--- config.mk ---
export PLATFORM = sky130hd
export DESIGN_NAME = piad_decoder
export DESIGN_NICKNAME = d
export VERILOG_FILES = /design/src/verilog/piad_pkg.sv /design/src/verilog/piad_hole_check.sv /design/src/verilog/piad_decoder.sv
export SDC_FILE = /design/constraint.sdc
export NUM_CORES = 1
export LEC_CHECK = 0
export BUFFER_PORTS_ARGS = -buffer_cell sky130_fd_sc_hd__buf_2
export CAP_MARGIN = 20
export CORE_MARGIN = 10
export CORE_UTILIZATION = 24
export DETAILED_ROUTE_END_ITERATION = 6
export SETUP_SLACK_MARGIN = 0.3
export SKIP_LAST_GASP = 1
export SLEW_MARGIN = 20
export SYNTH_ARGS = -nofsm -noshare
export SYNTH_HDL_FRONTEND = slang
export SYNTH_SLANG_ARGS = --single-unit
--- constraint.sdc ---
create_clock -name pclk -period 2.8 [get_ports pclk]
set_input_delay 0.28 -clock pclk [delete_from_list [all_inputs] [get_ports pclk]]
set_output_delay 0.28 -clock pclk [all_outputs]
set_load 0.05 [all_outputs]
--- src/verilog/piad_pkg.sv ---
// Notes on behaviour
// - Global enable gates every main memory select
// - Low 512 KB follows global enable only
// - 512-640 KB and BIOS area per-direction enables
// - C and D regions: eight 16 KB segments
// - E region: four 16 KB segments
// - Select from 1 MB to programmable top
// - Programmable hole suppresses the select
// - Select driven edge after frame start sampled
// - Select lasts exactly one clock, nothing else
// - Unclaimed cycles forwarded, DEVSEL driven by us
// - Fast, typical, slow DEVSEL sample points
// - Own select counts as early claim
// - No forward above 16M memory except two BIOS alias ranges, above 64K I/O
// - ISA cycles reach PCI only when decoded
// - Fixed ISA regions below F0000 have own enable bits
// - Expansion ROM in eight 16K enable sections
// - ISA region from 1 MB to top field
// - ISA hole, up to 8 MB, not forwarded
// - ISA addresses above 16 MB always forwarded
// - Sixteen select ranges, two without direction
package piad_pkg;
  localparam logic [11:0] OFF_MEM_CTL     = 12'h000;
  localparam logic [11:0] OFF_ATTR_C      = 12'h004;
  localparam logic [11:0] OFF_ATTR_D      = 12'h008;
  localparam logic [11:0] OFF_ATTR_E      = 12'h00C;
  localparam logic [11:0] OFF_MEM_TOP     = 12'h010;
  localparam logic [11:0] OFF_MEM_HBOT    = 12'h014;
  localparam logic [11:0] OFF_MEM_HTOP    = 12'h018;
  localparam logic [11:0] OFF_ISA_CTL     = 12'h01C;
  localparam logic [11:0] OFF_ISA_ROM     = 12'h020;
  localparam logic [11:0] OFF_ISA_HBOT    = 12'h024;
  localparam logic [11:0] OFF_ISA_HTOP    = 12'h028;
  localparam logic [11:0] OFF_SAMPLE_CFG  = 12'h02C;
  localparam logic [11:0] OFF_STATUS      = 12'h030;

  localparam logic [7:0]  RST_REG8        = 8'h00;
  localparam logic [1:0]  RST_SAMPLE      = 2'h2;

  localparam int          CTL_LOWMID_RD   = 0;
  localparam int          CTL_LOWMID_WR   = 1;
  localparam int          CTL_BIOS_RD     = 2;
  localparam int          CTL_BIOS_WR     = 3;
  localparam int          CTL_GLOBAL      = 4;
  localparam int          ICTL_LOW        = 0;
  localparam int          ICTL_MID        = 1;
  localparam int          ICTL_VIDEO      = 2;
  localparam int          ICTL_LBIOS      = 3;

  localparam logic [1:0]  SAMPLE_FAST     = 2'h0;
  localparam logic [1:0]  SAMPLE_TYPICAL  = 2'h1;
  localparam logic [1:0]  SAMPLE_SLOW     = 2'h2;
  localparam logic [1:0]  POINT_F         = 2'h1;
  localparam logic [1:0]  POINT_T         = 2'h2;
  localparam logic [1:0]  POINT_S         = 2'h3;

  localparam logic [3:0]  CMD_IO_RD       = 4'h2;
  localparam logic [3:0]  CMD_IO_WR       = 4'h3;
  localparam logic [3:0]  CMD_MEM_RD      = 4'h6;
  localparam logic [3:0]  CMD_MEM_WR      = 4'h7;
  localparam logic [3:0]  CMD_MEM_RDM     = 4'hC;
  localparam logic [3:0]  CMD_MEM_RDL     = 4'hE;
  localparam logic [3:0]  CMD_MEM_WRI     = 4'hF;

  localparam logic [7:0]  HOLE_MIN_BLK    = 8'h10;
  localparam logic [14:0] BIOS_ALIAS_TOP  = 15'h7FFF;
  localparam logic [14:0] BIOS_ALIAS_LOW  = 15'h7FF7;

  typedef enum logic [4:0] {
    ST_IDLE   = 5'b00001,
    ST_DECODE = 5'b00010,
    ST_CLAIM  = 5'b00100,
    ST_FWD    = 5'b01000,
    ST_WAIT   = 5'b10000
  } piad_state_t;
endpackage : piad_pkg

--- src/verilog/piad_hole_check.sv ---
`timescale 1ns/1ps
`default_nettype none
module piad_hole_check #(
  parameter int BW         = 8,
  parameter int MAX_BLOCKS = 256
) (
  input  wire logic [BW-1:0] blk,
  input  wire logic          in_space,
  input  wire logic [BW-1:0] bottom,
  input  wire logic [BW-1:0] top,
  output logic               hit
);
  import piad_pkg::*;
  logic [BW:0] span;

  always_comb begin
    span = {1'b0, blk} - {1'b0, bottom};
    hit  = in_space && (bottom >= BW'(HOLE_MIN_BLK)) && (top >= bottom)
           && (blk >= bottom) && (blk <= top) && (span < (BW+1)'(MAX_BLOCKS));
  end
endmodule : piad_hole_check
`default_nettype wire

--- src/verilog/piad_decoder.sv ---
`timescale 1ns/1ps
`default_nettype none
module piad_decoder #(
  parameter int ISA_HOLE_BLOCKS = 128
) (
  input  wire logic        pclk,
  input  wire logic        presetn,
  input  wire logic        psel,
  input  wire logic        penable,
  input  wire logic        pwrite,
  input  wire logic [11:0] paddr,
  input  wire logic [31:0] pwdata,
  output logic [31:0]      prdata,
  output logic             pready,
  output logic             pslverr,
  input  wire logic        frame_n,
  input  wire logic        irdy_n,
  input  wire logic [31:0] pci_addr,
  input  wire logic [3:0]  pci_cmd,
  input  wire logic        devsel_n_rx,
  output logic             devsel_n_drive,
  output logic             devsel_oe,
  output logic             main_memory_select_n,
  output logic             isa_forward,
  input  wire logic        isa_req,
  input  wire logic [31:0] isa_addr,
  output logic             forward_to_pci,
  output logic             contain_to_isa
);
  import piad_pkg::*;

  typedef struct packed {
    piad_state_t st;
    logic [1:0]  cnt;
    logic [31:0] addr_q;
    logic [3:0]  cmd_q;
    logic        sel;
    logic        sel_seen;
    logic        devsel_drv;
    logic        fwd;
    logic [7:0]  ctl;
    logic [7:0]  attr_c;
    logic [7:0]  attr_d;
    logic [7:0]  attr_e;
    logic [7:0]  mtop;
    logic [7:0]  mhbot;
    logic [7:0]  mhtop;
    logic [7:0]  ictl;
    logic [7:0]  irom;
    logic [7:0]  ihbot;
    logic [7:0]  ihtop;
    logic [1:0]  scfg;
    logic [31:0] prdata;
    logic        to_pci;
    logic        to_isa;
  } piad_regs_t;

  piad_regs_t s;
  piad_regs_t next_s;

  logic        is_mem;
  logic        is_io;
  logic        is_wr;
  logic        below_1m;
  logic        mem_hole_hit;
  logic        isa_hole_hit;
  logic        sel_hit;
  logic        forwardable;
  logic        claimed;
  logic [1:0]  last_point;
  logic        isa_hit;
  logic        wr_en;
  logic        mapped;
  logic [31:0] rd_val;
  logic [7:0]  seg_attr;

  // Hole in the select region, 1 MB to 16 MB
  piad_hole_check #(
    .BW         (8),
    .MAX_BLOCKS (256)
  ) u_mem_hole (
    .blk      (s.addr_q[23:16]),
    .in_space (s.addr_q[31:24] == 8'h00),
    .bottom   (s.mhbot),
    .top      (s.mhtop),
    .hit      (mem_hole_hit)
  );

  // Hole in the ISA forward region, size capped
  piad_hole_check #(
    .BW         (8),
    .MAX_BLOCKS (ISA_HOLE_BLOCKS)
  ) u_isa_hole (
    .blk      (isa_addr[23:16]),
    .in_space (isa_addr[31:24] == 8'h00),
    .bottom   (s.ihbot),
    .top      (s.ihtop),
    .hit      (isa_hole_hit)
  );

  // Command class and select decode on captured address
  always_comb begin
    is_mem   = (s.cmd_q == CMD_MEM_RD) || (s.cmd_q == CMD_MEM_WR) ||
               (s.cmd_q == CMD_MEM_RDM) || (s.cmd_q == CMD_MEM_RDL) ||
               (s.cmd_q == CMD_MEM_WRI);
    is_io    = (s.cmd_q == CMD_IO_RD) || (s.cmd_q == CMD_IO_WR);
    is_wr    = (s.cmd_q == CMD_MEM_WR) || (s.cmd_q == CMD_MEM_WRI);
    below_1m = (s.addr_q[31:20] == 12'h000);
    seg_attr = s.addr_q[16] ? s.attr_d : s.attr_c;
    sel_hit  = 1'b0;
    if (s.addr_q[31:19] == 13'h0000) begin
      sel_hit = 1'b1;
    end else if (below_1m && s.addr_q[19:17] == 3'b100) begin
      sel_hit = is_wr ? s.ctl[CTL_LOWMID_WR] : s.ctl[CTL_LOWMID_RD];
    end else if (below_1m && s.addr_q[19:16] == 4'hF) begin
      sel_hit = is_wr ? s.ctl[CTL_BIOS_WR] : s.ctl[CTL_BIOS_RD];
    end else if (below_1m && s.addr_q[19:17] == 3'b110) begin
      sel_hit = seg_attr[{s.addr_q[15:14], is_wr}];
    end else if (below_1m && s.addr_q[19:16] == 4'hE) begin
      sel_hit = s.attr_e[{s.addr_q[15:14], is_wr}];
    end else if (!below_1m) begin
      sel_hit = (s.addr_q[31:21] <= {3'b000, s.mtop});
    end
    sel_hit = sel_hit && s.ctl[CTL_GLOBAL] && is_mem && !mem_hole_hit;
    forwardable = (is_mem && s.addr_q[31:24] == 8'h00) ||
                  (is_io && s.addr_q[31:16] == 16'h0000) ||
                  (is_mem && (s.addr_q[31:17] == BIOS_ALIAS_TOP ||
                              s.addr_q[31:17] == BIOS_ALIAS_LOW));
    claimed = s.sel_seen || !devsel_n_rx;
    case (s.scfg)
      SAMPLE_FAST:    last_point = POINT_F;
      SAMPLE_TYPICAL: last_point = POINT_T;
      default:        last_point = POINT_S;
    endcase
  end

  // ISA master and DMA positive decode
  always_comb begin
    isa_hit = 1'b0;
    if (isa_addr[31:24] != 8'h00) begin
      isa_hit = 1'b1;
    end else if (isa_addr[23:20] != 4'h0) begin
      isa_hit = (isa_addr[23:20] <= s.ictl[7:4]) && !isa_hole_hit;
    end else if (isa_addr[19] == 1'b0) begin
      isa_hit = s.ictl[ICTL_LOW];
    end else if (isa_addr[19:17] == 3'b100) begin
      isa_hit = s.ictl[ICTL_MID];
    end else if (isa_addr[19:17] == 3'b101) begin
      isa_hit = s.ictl[ICTL_VIDEO];
    end else if (isa_addr[19:17] == 3'b110) begin
      isa_hit = s.irom[isa_addr[16:14]];
    end else if (isa_addr[19:16] == 4'hE) begin
      isa_hit = s.ictl[ICTL_LBIOS];
    end
  end

  // Register read mux and address check
  always_comb begin
    mapped = (paddr[1:0] == 2'b00) && (paddr <= OFF_STATUS);
    rd_val = 32'h0000_0000;
    case (paddr)
      OFF_MEM_CTL:    rd_val = {24'h000000, s.ctl};
      OFF_ATTR_C:     rd_val = {24'h000000, s.attr_c};
      OFF_ATTR_D:     rd_val = {24'h000000, s.attr_d};
      OFF_ATTR_E:     rd_val = {24'h000000, s.attr_e};
      OFF_MEM_TOP:    rd_val = {24'h000000, s.mtop};
      OFF_MEM_HBOT:   rd_val = {24'h000000, s.mhbot};
      OFF_MEM_HTOP:   rd_val = {24'h000000, s.mhtop};
      OFF_ISA_CTL:    rd_val = {24'h000000, s.ictl};
      OFF_ISA_ROM:    rd_val = {24'h000000, s.irom};
      OFF_ISA_HBOT:   rd_val = {24'h000000, s.ihbot};
      OFF_ISA_HTOP:   rd_val = {24'h000000, s.ihtop};
      OFF_SAMPLE_CFG: rd_val = {30'h0, s.scfg};
      OFF_STATUS:     rd_val = {24'h000000, s.to_isa, s.to_pci, s.devsel_drv, s.st};
      default:        rd_val = 32'h0000_0000;
    endcase
    wr_en = psel && penable && pwrite && mapped;
  end

  always_comb begin
    next_s        = s;
    next_s.sel    = 1'b0;
    next_s.fwd    = 1'b0;
    next_s.to_pci = 1'b0;
    next_s.to_isa = 1'b0;
    if (psel && !penable && !pwrite) begin
      next_s.prdata = rd_val;
    end
    if (wr_en) begin
      case (paddr)
        OFF_MEM_CTL:    next_s.ctl    = pwdata[7:0];
        OFF_ATTR_C:     next_s.attr_c = pwdata[7:0];
        OFF_ATTR_D:     next_s.attr_d = pwdata[7:0];
        OFF_ATTR_E:     next_s.attr_e = pwdata[7:0];
        OFF_MEM_TOP:    next_s.mtop   = pwdata[7:0];
        OFF_MEM_HBOT:   next_s.mhbot  = pwdata[7:0];
        OFF_MEM_HTOP:   next_s.mhtop  = pwdata[7:0];
        OFF_ISA_CTL:    next_s.ictl   = pwdata[7:0];
        OFF_ISA_ROM:    next_s.irom   = pwdata[7:0];
        OFF_ISA_HBOT:   next_s.ihbot  = pwdata[7:0];
        OFF_ISA_HTOP:   next_s.ihtop  = pwdata[7:0];
        OFF_SAMPLE_CFG: next_s.scfg   = pwdata[1:0];
        default:        next_s.ctl    = s.ctl;
      endcase
    end
    if (isa_req) begin
      next_s.to_pci = isa_hit;
      next_s.to_isa = !isa_hit;
    end
    case (s.st)
      ST_IDLE: begin
        if (!frame_n) begin
          next_s.addr_q = pci_addr;
          next_s.cmd_q  = pci_cmd;
          next_s.st     = ST_DECODE;
        end
      end
      ST_DECODE: begin
        next_s.sel      = sel_hit;
        next_s.sel_seen = sel_hit;
        next_s.cnt      = POINT_F;
        next_s.st       = ST_CLAIM;
      end
      ST_CLAIM: begin
        if (claimed) begin
          next_s.st = ST_WAIT;
        end else if (s.cnt == last_point) begin
          if (forwardable) begin
            next_s.devsel_drv = 1'b1;
            next_s.fwd        = 1'b1;
            next_s.st         = ST_FWD;
          end else begin
            next_s.st = ST_WAIT;
          end
        end else begin
          next_s.cnt = s.cnt + 2'h1;
        end
      end
      ST_FWD, ST_WAIT: begin
        if (frame_n && irdy_n) begin
          next_s.devsel_drv = 1'b0;
          next_s.sel_seen   = 1'b0;
          next_s.st         = ST_IDLE;
        end
      end
      default: begin
        next_s.st = ST_IDLE;
      end
    endcase
  end

  always_ff @(posedge pclk or negedge presetn) begin
    if (!presetn) begin
      s        <= '0;
      s.st     <= ST_IDLE;
      s.scfg   <= RST_SAMPLE;
      s.ctl    <= RST_REG8;
    end else begin
      s <= next_s;
    end
  end

  assign prdata               = s.prdata;
  assign pready               = 1'b1;
  assign pslverr              = psel && penable && !mapped;
  assign devsel_n_drive       = !s.devsel_drv;
  assign devsel_oe            = s.devsel_drv;
  assign main_memory_select_n = !s.sel;
  assign isa_forward          = s.fwd;
  assign forward_to_pci       = s.to_pci;
  assign contain_to_isa       = s.to_isa;

  logic frame_start;
  assign frame_start = (s.st == ST_IDLE) && !frame_n;
endmodule : piad_decoder
`default_nettype wire

# Word level (Yosys, flattened, before mapping)
# Cells that the tools add are included.
[op_classes] n_addsub=3 order_cmp=15 eq_ne=43 muxes=42 bitwise=1 n_reduce_logical=79
[op_table] op="case mux 8 bit (13 select lines)" count=1
[op_table] op="equality test 12 x 6 -> 1 bit (second input constant)" count=5
[op_table] op="equality test 12 x 5 -> 1 bit (second input constant)" count=4
[op_table] op="greater-or-equal comparator 8 bit" count=4
[op_table] op="equality test 15 bit (second input constant)" count=2
[op_table] op="logical AND 1 bit" count=29
[op_table] op="AND reduction 2 bit" count=14
[op_table] op="two-way mux 5 bit" count=5
[op_table] op="equality test 12 x 4 -> 1 bit (second input constant)" count=2
[op_table] op="equality test 4 bit (second input constant)" count=6
[op_table] op="logical NOT 12 bit" count=2
[op_table] op="two-way mux 1 bit" count=20
[op_table] op="case mux 5 bit (4 select lines)" count=1
[op_table] op="subtractor 8 x 8 -> 9 bit" count=2
[op_table] op="greater-or-equal comparator 8 x 5 -> 1 bit (second input constant)" count=2
[op_table] op="less-or-equal comparator 8 bit" count=2
[op_table] op="logical NOT 16 bit" count=1
[op_table] op="logical NOT 8 bit" count=2
[op_table] op="equality test 3 bit (second input constant)" count=5
[op_table] op="two-way mux 2 bit" count=7
[op_table] op="logical NOT 13 bit" count=1
[op_table] op="equality test 12 x 3 -> 1 bit (second input constant)" count=1
[op_table] op="less-or-equal comparator 12 x 6 -> 1 bit (second input constant)" count=1
[op_table] op="inequality test 2 bit (second input constant)" count=6
[op_table] op="other kinds (30)" count=58
[totals] ff_bits=171 input_bits=121 out_inout_bits=40

# Logic depth before layout (Yosys ltp)
# Gate-level depths: netlist of run 1.
[logic_depth] ltp_word=13 depth_mapped=9

# Cells and area by module
# Synthesis of run 1 repeated with hierarchy kept, for this count alone.
[unflattened] cells_unflattened=859 hier_area_um2=8637.0
[by_module_without_submodules] mod="piad_decoder" n_inst=1 cells_per_inst=704 area_per_inst_um2=7433.4
[by_module_without_submodules] mod="piad_hole_check at u_isa_hole" n_inst=1 cells_per_inst=81 area_per_inst_um2=609.3
[by_module_without_submodules] mod="piad_hole_check at u_mem_hole" n_inst=1 cells_per_inst=74 area_per_inst_um2=594.3

# Worst setup path before layout of run 1
# No wires, ideal clock.
[synth_path] path_type="input to register" from="input paddr[5]" to="register s[61] (netlist name)" setup_ps=125 arrival_time_ps=2064 slack_ps=611 path_stages=7 path_cell_list="buf_6 > or4b_1 > buf_2 > or3_1 > nor2_2 > buf_4 > mux2_2"
[synth_between] elab_chain_len=4 elab_cells_between_ends=5
[synth_rtl] element="start, declared" line="piad_decoder.sv:11" text="input wire logic [11:0] paddr,"
[synth_rtl] element="less-or-equal comparator 12 x 6 -> 1 bit" line="piad_decoder.sv:159" text="mapped = (paddr[1:0] == 2'b00) && (paddr <= OFF_STATUS);"
[synth_rtl] element="logical AND 1 bit" line="piad_decoder.sv:159"
[synth_rtl] element="logical AND 1 bit" line="piad_decoder.sv:177" text="wr_en = psel && penable && pwrite && mapped;"
[synth_rtl] element="AND reduction 2 bit (no line) *"
[synth_rtl] element="end signal, assigned" line="piad_decoder.sv:259" text="s <= next_s;"
[synth_rtl] element="end, declared" line="piad_decoder.sv:58" text="piad_regs_t s;"
# Mark *: on every way between the ends. The rest lies on a longest branch, timed or not.
# A chain may end at the register's enable or synchronous reset.

==> impl_results.md, run 1 <==
- Initial Utilization: 0.242
- Number of global-route vias before repair: 6734
- Post-synth top area cell: dfrtp_1
- Total routed wirelength: 25.9 mm
- Final Slew Violations: 0
- Highest Clock Rate: 430 MHz
- Vias per inst: 4.85
- Crit. End Element: flop
- Lkg Pwr: 4.66 nW
- TritonCTS clock tree: built
- Crit Path Class: flop to flop
- Relative slew margins: 0.575
- Initial antenna violation count: 1
- GRT Residual Overflow: 0
- Met1 Wirelength: 11.7 mm
- Top cells by count, synth: dfrtp_1 (131), nand2_1 (116), mux2_2 (74), ha_1 (60), o21ai_0 (54)
- Warnings, synthesis: 0
- Pwr Density: 626 nW/µm²
- Area contributors post-synth: dfrtp_1 (39%), mux2_2 (10%), ha_1 (9.0%)
- Hold Path Depth: 3
- Clock Pin Slew Worst Setup and Hold Paths: 0.06 ns
- Metal2 WL: 11.8 mm
- Clock sink count: 133
- Number of flops mapped to enable cells by yosys: 0
- Max clock buf depth: 2
- Die W: 206 µm
- Ant. Diodes: 0
- Initial DRC count: 504
- Cells after Synth: 845
- Top-count cell post-synth: dfrtp_1
- Layout Skew: 0.00885 ns
- Worst R2R End: forward_to_pci$_DFF_PN0_
- Post-route ant nets: 0
- Worst-skew pair later-pin latency: 0.43 ns
- Final HPWL DP: 20.3 mm
- Total CTS buffers: 17
- CP max FO: 3
- Share of post-route cells with drive strength above 1: 0.261
- Arr. time, crit path: 2.62 ns
- Yosys reg bits: 133
- Clock Tree Root: clkbuf_16
- Peak supply drop: 0.399 mV
- Most used cell, CP: o211ai_1
- Pwr Total: 6.20 mW
- Rows: 68
- Sum Neg Setup Slack: 0 ns
- Area growth syn-to-layout: 19.0%
- R2r setup slk: 0.47 ns
- R2r worst-path depth: 8
- Run status: completed
- Startpoint types: flop
- Worst EP required: 3.09 ns
- Max_cap viols: 0
- Crit-path slowest cell: or4b_2
- Fin crit share: 0.831
- Min Tclk post-route: 2.33 ns
- Max Used Layer: met5
- First-pass GRT wire length: 39.6 mm
- Drt wl/cell: 18.5 µm
- Met3 WL post-DR: 1.84 mm
- Die height: 206 µm
- Seq/Total Area, Yosys: 0.400
- DRT Pass-1 Iters: 6
- DRC viols: 0
- RR Startpoint: s[37]$_DFFE_PN0P_
- Net count of the finished layout: 1113
- Hold Startpoint: pci_addr[27]
- GRT Util Overall: 0.121
- Synth Cell Area: 8320 µm²
- Share of the synthesized area in the top cell type: 0.394
- Hold endpoint: s[159]$_DFFE_PN0P_
- Die area: 42500 µm²
- Worst-Margin Slew: 0.636 ns
- Core area: 34400 µm²
- Crit path cell chain: inv_1 -> ha_1 -> nor2b_1 -> o211ai_1 -> a21oi_1 -> or4b_2 -> o211ai_1 -> a21boi_0
- Unrepaired setup endpoints after global routing: true
- Ys async rst share: 1.00
- Synth Area per Inst: 9.85 µm²
- Vias: 6778
- H-Tree Level Count: 4
- IO Pins: 161
- Final setup viols: 0
- Setup repair bufs after CTS: 0
- Fin. Hold Viols: 0
- Delay of the slowest critical-path stage: 0.60 ns
- Pin count of the biggest net entering global routing: 55
- Hold/Removal Path Class: primary input to flop
- Synth cell types: 72
- Routability cong.: 0.889
- Main synth FF type: dfrtp_1
- Buffers on Ports: 83
-- power breakdown --
group	internal (mW)	leakage [nW]	switching, mW
Combinational	0.522	2.67	0.805
Clock	1.62	0.312	0.859
Sequential	2.12	1.67	0.270
Total	4.26	4.66	1.93
-- cell usage in the layout, fill, tap and decap left out, types with 17 or more instances in the layout --
master,synthesis,final
nand3_1,19,18
dfrtp_1,131,130
inv_1,52,52
clkbuf_16,0,17
mux2_2,74,74
nand2_1,116,116
a21oi_1,30,30
nor2_1,28,27
buf_2,6,82
o21ai_0,54,54
ha_1,60,60
buf_4,36,26
mux2i_1,22,22
conb_1,2,25
-- routing by layer --
| layer | vias up | global-route usage |
|---|---|---|
| li1 | 3178 | - |
| met1 | 3330 | 0.158 |
| met2 | 230 | 0.191 |
| met3 | 38 | 0.0303 |
| met4 | 2 | 0.0391 |
| met5 | - | 0 |
-- critical path: cells and delay by family (launching register included) --
family | cells | cell delay [ns]
flops | 1 | 0.41
simple gates | 2 | 0.74
compound gates | 4 | 0.69
fa+ha+maj | 1 | 0.28
buf+inv | 1 | 0.08
-- logic make-up after synthesis --
kind of cell               Yosys count  share of synthesized area
AOI/OAI and AO/OA                  166                      0.129
xor gates and xnor gates             2                    0.00211
adders and majority gates           60                     0.0902
buffers and inverters              119                     0.0726
DFF                                133                      0.400
muxes                              103                      0.146
other                                2                   0.000902
and+or+nand+nor                    260                      0.159
-- what timing repair did --
action | CTS | global route
hold endpoints to repair | 51 | 0
setup endpoints to repair | 0 | 4
gates resized for setup | 0 | 4
hold buffers | 1 | 0
-- flip-flops by register name, indices dropped and copies added (netlist names) --
register / count
isa_forward: 1
contain_to_isa: 1
prdata: 8
devsel_oe: 1
s: 121
forward_to_pci: 1
-- final cells by class --
cell class | instances | area, µm²
Clock buffer | 19 | 453
Clock inverter | 11 | 200
Fill cell | 3623 | 24500
Inverter | 52 | 195
Multi-Input combinational cell | 616 | 4490
Sequential cell | 133 | 3330
Tap cell | 455 | 569
Timing Repair Buffer | 112 | 667
-- worst max path at each step --
stage / endpoint / startpoint / slack [ns]
CTS: s[126]$_DFFE_PN0P_ / s[148]$_DFFE_PN0P_ / 0.36
global route: s[126]$_DFFE_PN0P_ / s[157]$_DFFE_PN0P_ / 0.29
finish: forward_to_pci$_DFF_PN0_ / s[37]$_DFFE_PN0P_ / 0.47
detailed placement: s[117]$_DFFE_PN0P_ / paddr[11] / 0.19
global placement: s[119]$_DFFE_PN0P_ / paddr[11] / 0.23
floorplan: s[61]$_DFFE_PN0P_ / paddr[5] / 0.61
-- through the flow --
step                      worst slack (ns)  utilization  hold slack (ns)  cell area [µm²]  cells
after floorplan                      0.611            -          -0.0156             8410    868
after global placement               0.228        0.268            0.281             9230   1367
after detailed placement             0.194        0.268            0.290             9230   1367
after CTS                            0.364        0.288           0.0409             9890   1398
after global routing                 0.290        0.288           0.0581             9900   1398
final                                0.472        0.288           0.0492             9900   1398
Note: power is estimated with default switching activity, not from simulation.
==> run 2: changes to the inputs <==
- clock period: 2.8 -> 2 ns (I/O delays scaled with it)
==> run 2 against run 1 <==
The run now ends with negative setup slack left. Combinational power is 87% higher. Utilization increased by 4.3 points. Clock-buffer cell count decreased by 2. Setup slack worse by 0.54 ns. Flip-flop and latch count unchanged. Routed wire length is 7.6% higher. Critical path type unchanged. Largest cell class unchanged.
==> impl_results.md, run 2 (synthesis gave the netlist of run 1 again) <==
- Hold/Removal Path Class: primary input to flop
- WHS: 0.0134 ns (-0.0357 ns)
- Drt wl/cell: 18.3 µm (-1.4%)
- Routability cong.: 0.954 (+7.3%)
- Clock Pin Slew Worst Setup and Hold Paths: 0.06 ns (about the same)
- Crit-path slowest cell: or4b_4
- Combinational share of power: 0.284 (+0.070)
- Crit Path Class: flop to flop
- Highest Clock Rate: 484 MHz (+13%)
- Run status: finished, violations left
- GRT Util Overall: 0.129 (+0.00854)
- Total CTS buffers: 17 (unchanged)
- Die area: 42500 µm² (unchanged)
- Layout Skew: 0.00821 ns (-0.000643 ns)
- TritonCTS clock tree: built
- Top delay family on crit path: simple AND/OR/NAND/NOR gates
- Top Usage Layer GRT: met2
- Max clock buf depth: 2 (unchanged)
- Met1 usage: 0.168 (+0.00946)
- Initial antenna violation count: 0 (-1)
- Unrepaired setup endpoints after global routing: true
- Total routed wirelength: 27.9 mm (+7.6%)
- Number of global-route vias before repair: 7247 (+7.6%)
- Startpoint types: flop
- Die W: 206 µm (unchanged)
- Final Slew Violations: 0 (unchanged)
- Fin crit share: 1.03 (+0.201)
- Post-route ant nets: 0 (unchanged)
- Arr. time, crit path: 2.43 ns (-0.19 ns)
- Internal power: 5.71 mW (+34%)
- Fin. Hold Viols: 0 (unchanged)
- Max_cap viols: 0 (unchanged)
- DRT Pass-1 Iters: 5 (-1)
- Most used cell, CP: o211ai_1
- Clock sink count: 133 (unchanged)
- Crit path cell chain: inv_2 -> ha_4 -> nor2b_1 -> o211ai_1 -> a21oi_1 -> or4b_4 -> o211ai_1 -> and3_1
- Initial Utilization: 0.242 (unchanged)
- Ant. Diodes: 0 (unchanged)
- Met2 Resource Use GR: 0.220 (+0.0290)
- Commonest non-fill, non-tap cell in the layout: dfrtp_1
- Final setup viols: 2 (+2)
- R2r worst-path depth: 8 (unchanged)
- Min Tclk post-route: 2.06 ns (-0.263 ns)
- IO Pins: 161 (unchanged)
- Net count of the finished layout: 1238 (+11%)
- Relative slew margins: 0.593 (+0.0181)
- GRT Residual Overflow: 0 (unchanged)
- Lkg Pwr: 5.32 nW (+14%)
- Most frequent cells in the layout: dfrtp_1 (127), buf_4 (123), nand2_1 (113), buf_2 (80), ha_1 (51)
- Final HPWL DP: 21.7 mm (+6.9%)
- Worst-Margin Slew: 0.609 ns (-0.0271 ns)
- Max reg flops: 121 (unchanged)
- Switching part of the total: 0.349 (+0.0368)
- DRC viols: 0 (unchanged)
- Clock Tree Root: clkbuf_16
- Worst R2R End: contain_to_isa$_DFF_PN0_
- Sequential power share: 0.372 (-0.013)
- Area growth syn-to-layout: 36.8%
- Setup WS post-layout: -0.0645 ns (-0.537 ns)
- First-pass GRT wire length: 42.3 mm (+6.7%)
- H-Tree Level Count: 4 (unchanged)
- Crit. End Element: flop
- RR Startpoint: s[37]$_DFFE_PN0P_
- Initial DRC count: 485 (-3.8%)
- Rows: 68 (unchanged)
- Die height: 206 µm (unchanged)
- Clock power share: 0.344 (-0.057)
- Delay of the slowest critical-path stage: 0.47 ns (-0.13 ns)
- Worst-skew pair later-pin latency: 0.43 ns (about the same)
- Vias: 7198 (+6.2%)
- Hold Path Depth: 3 (unchanged)
- Failing checks: negative setup slack
- Global Route met3 Usage: 0.0171 (-0.0132)
- R2r setup slk: -0.06 ns (-0.54 ns)
- Levels on crit path: 8 (unchanged)
- Fillers: 3514 (-3.0%)
- Pwr Density: 770 nW/µm² (+23%)
- Buffers on Ports: 83 (unchanged)
- Pin count of the biggest net entering global routing: 49 (-11%)
- Peak supply drop: 0.462 mV (+16%)
- Largest reg by FF count: s
- Core area: 34400 µm² (unchanged)
- CP max FO: 3 (unchanged)
- Vias per inst: 4.72 (-2.6%)
- Hold Startpoint: pci_addr[17]
- Hold endpoint: s[149]$_DFFE_PN0P_
- Psw: 3.06 mW (+58%)
- Pwr Total: 8.77 mW (+42%)
- Worst EP required: 2.36 ns (-0.73 ns)
- Worst Path Buf+Inv: 1 (unchanged)
- Share of post-route cells with drive strength above 1: 0.385 (+0.124)
run 2: changes by cell type in the layout (fill, tap and decap cells not counted), sizes merged:
cell,previous run,this run
buf,111,217
dlygate4sd3,1,20
inv,53,61
bufinv,5,0
clkbuf,19,17
clkinvlp,2,4
clkinv,3,2
run 2: worst max path at each step:
stage,to,slack [ns],from
after detailed placement,prdata[2]$_DFFE_PN0P_,-0.30,paddr[3]
after global routing,contain_to_isa$_DFF_PN0_,-0.14,s[40]$_DFFE_PN0P_
after global placement,prdata[2]$_DFFE_PN0P_,-0.31,paddr[3]
after CTS,contain_to_isa$_DFF_PN0_,-0.05,s[37]$_DFFE_PN0P_
after floorplan,s[116]$_DFFE_PN0P_,-0.06,paddr[5]
final,contain_to_isa$_DFF_PN0_,-0.06,s[37]$_DFFE_PN0P_
run 2: area by class of cell:
cell class | count | area (µm²) | share of cell area
timing repair buffer | 237 | 1760 | 0.154
multi-input combinational | 616 | 4970 | 0.436
inverter | 52 | 195 | 0.0171
clock inverter | 15 | 136 | 0.0120
clock buffer | 17 | 425 | 0.0374
sequential | 133 | 3340 | 0.293
tap | 455 | 569 | 0.0500
run 2: metrics by stage:
stage	setup TNS [ns]	cell area, µm²	worst slack, ns	cells	utilization
3_5_place_dp	-6.69	10200	-0.298	1465	0.298
3_3_place_gp	-6.46	10200	-0.307	1465	0.298
6_report	-0.0759	11400	-0.0645	1525	0.331
4_1_cts	-0.0562	11100	-0.0521	1520	0.324
2_1_floorplan	-0.568	8660	-0.0617	868	-
5_1_grt	-0.262	11400	-0.141	1525	0.331
run 2: power by group through the flow:
stage | Sequential, mW | Combinational [mW] | Clock [mW]
after global routing | 3.29 | 2.80 | 3.19
after CTS | 3.25 | 2.44 | 3.07
after global placement | 3.28 | 2.31 | 0
after floorplan | 3.25 | 1.44 | 0
final | 3.26 | 2.49 | 3.02
after detailed placement | 3.29 | 2.35 | 0
run 2: worst reg2reg max path, cell delays in order (launching register included):
cell	delay, ns
dfrtp_1	0.41
inv_2	0.09
ha_4	0.19
nor2b_1	0.13
o211ai_1	0.19
a21oi_1	0.10
or4b_4	0.47
o211ai_1	0.23
and3_1	0.20
run 2: timing repair:
action	in CTS	in global routing
hold buffers	20	0
setup endpoints to repair	23	58
setup buffers	3	5
resized for setup	27	47
pin swaps	11	12
endpoints found under the hold margin	60	0
run 2: routing by layer:
layer	up-vias	wire (µm)	part of all wire
li1	3412	-	-
met1	3568	12500	0.45
met2	184	13700	0.49
met3	34	1160	0.042
met4	0	449	0.016
met5	-	0	0
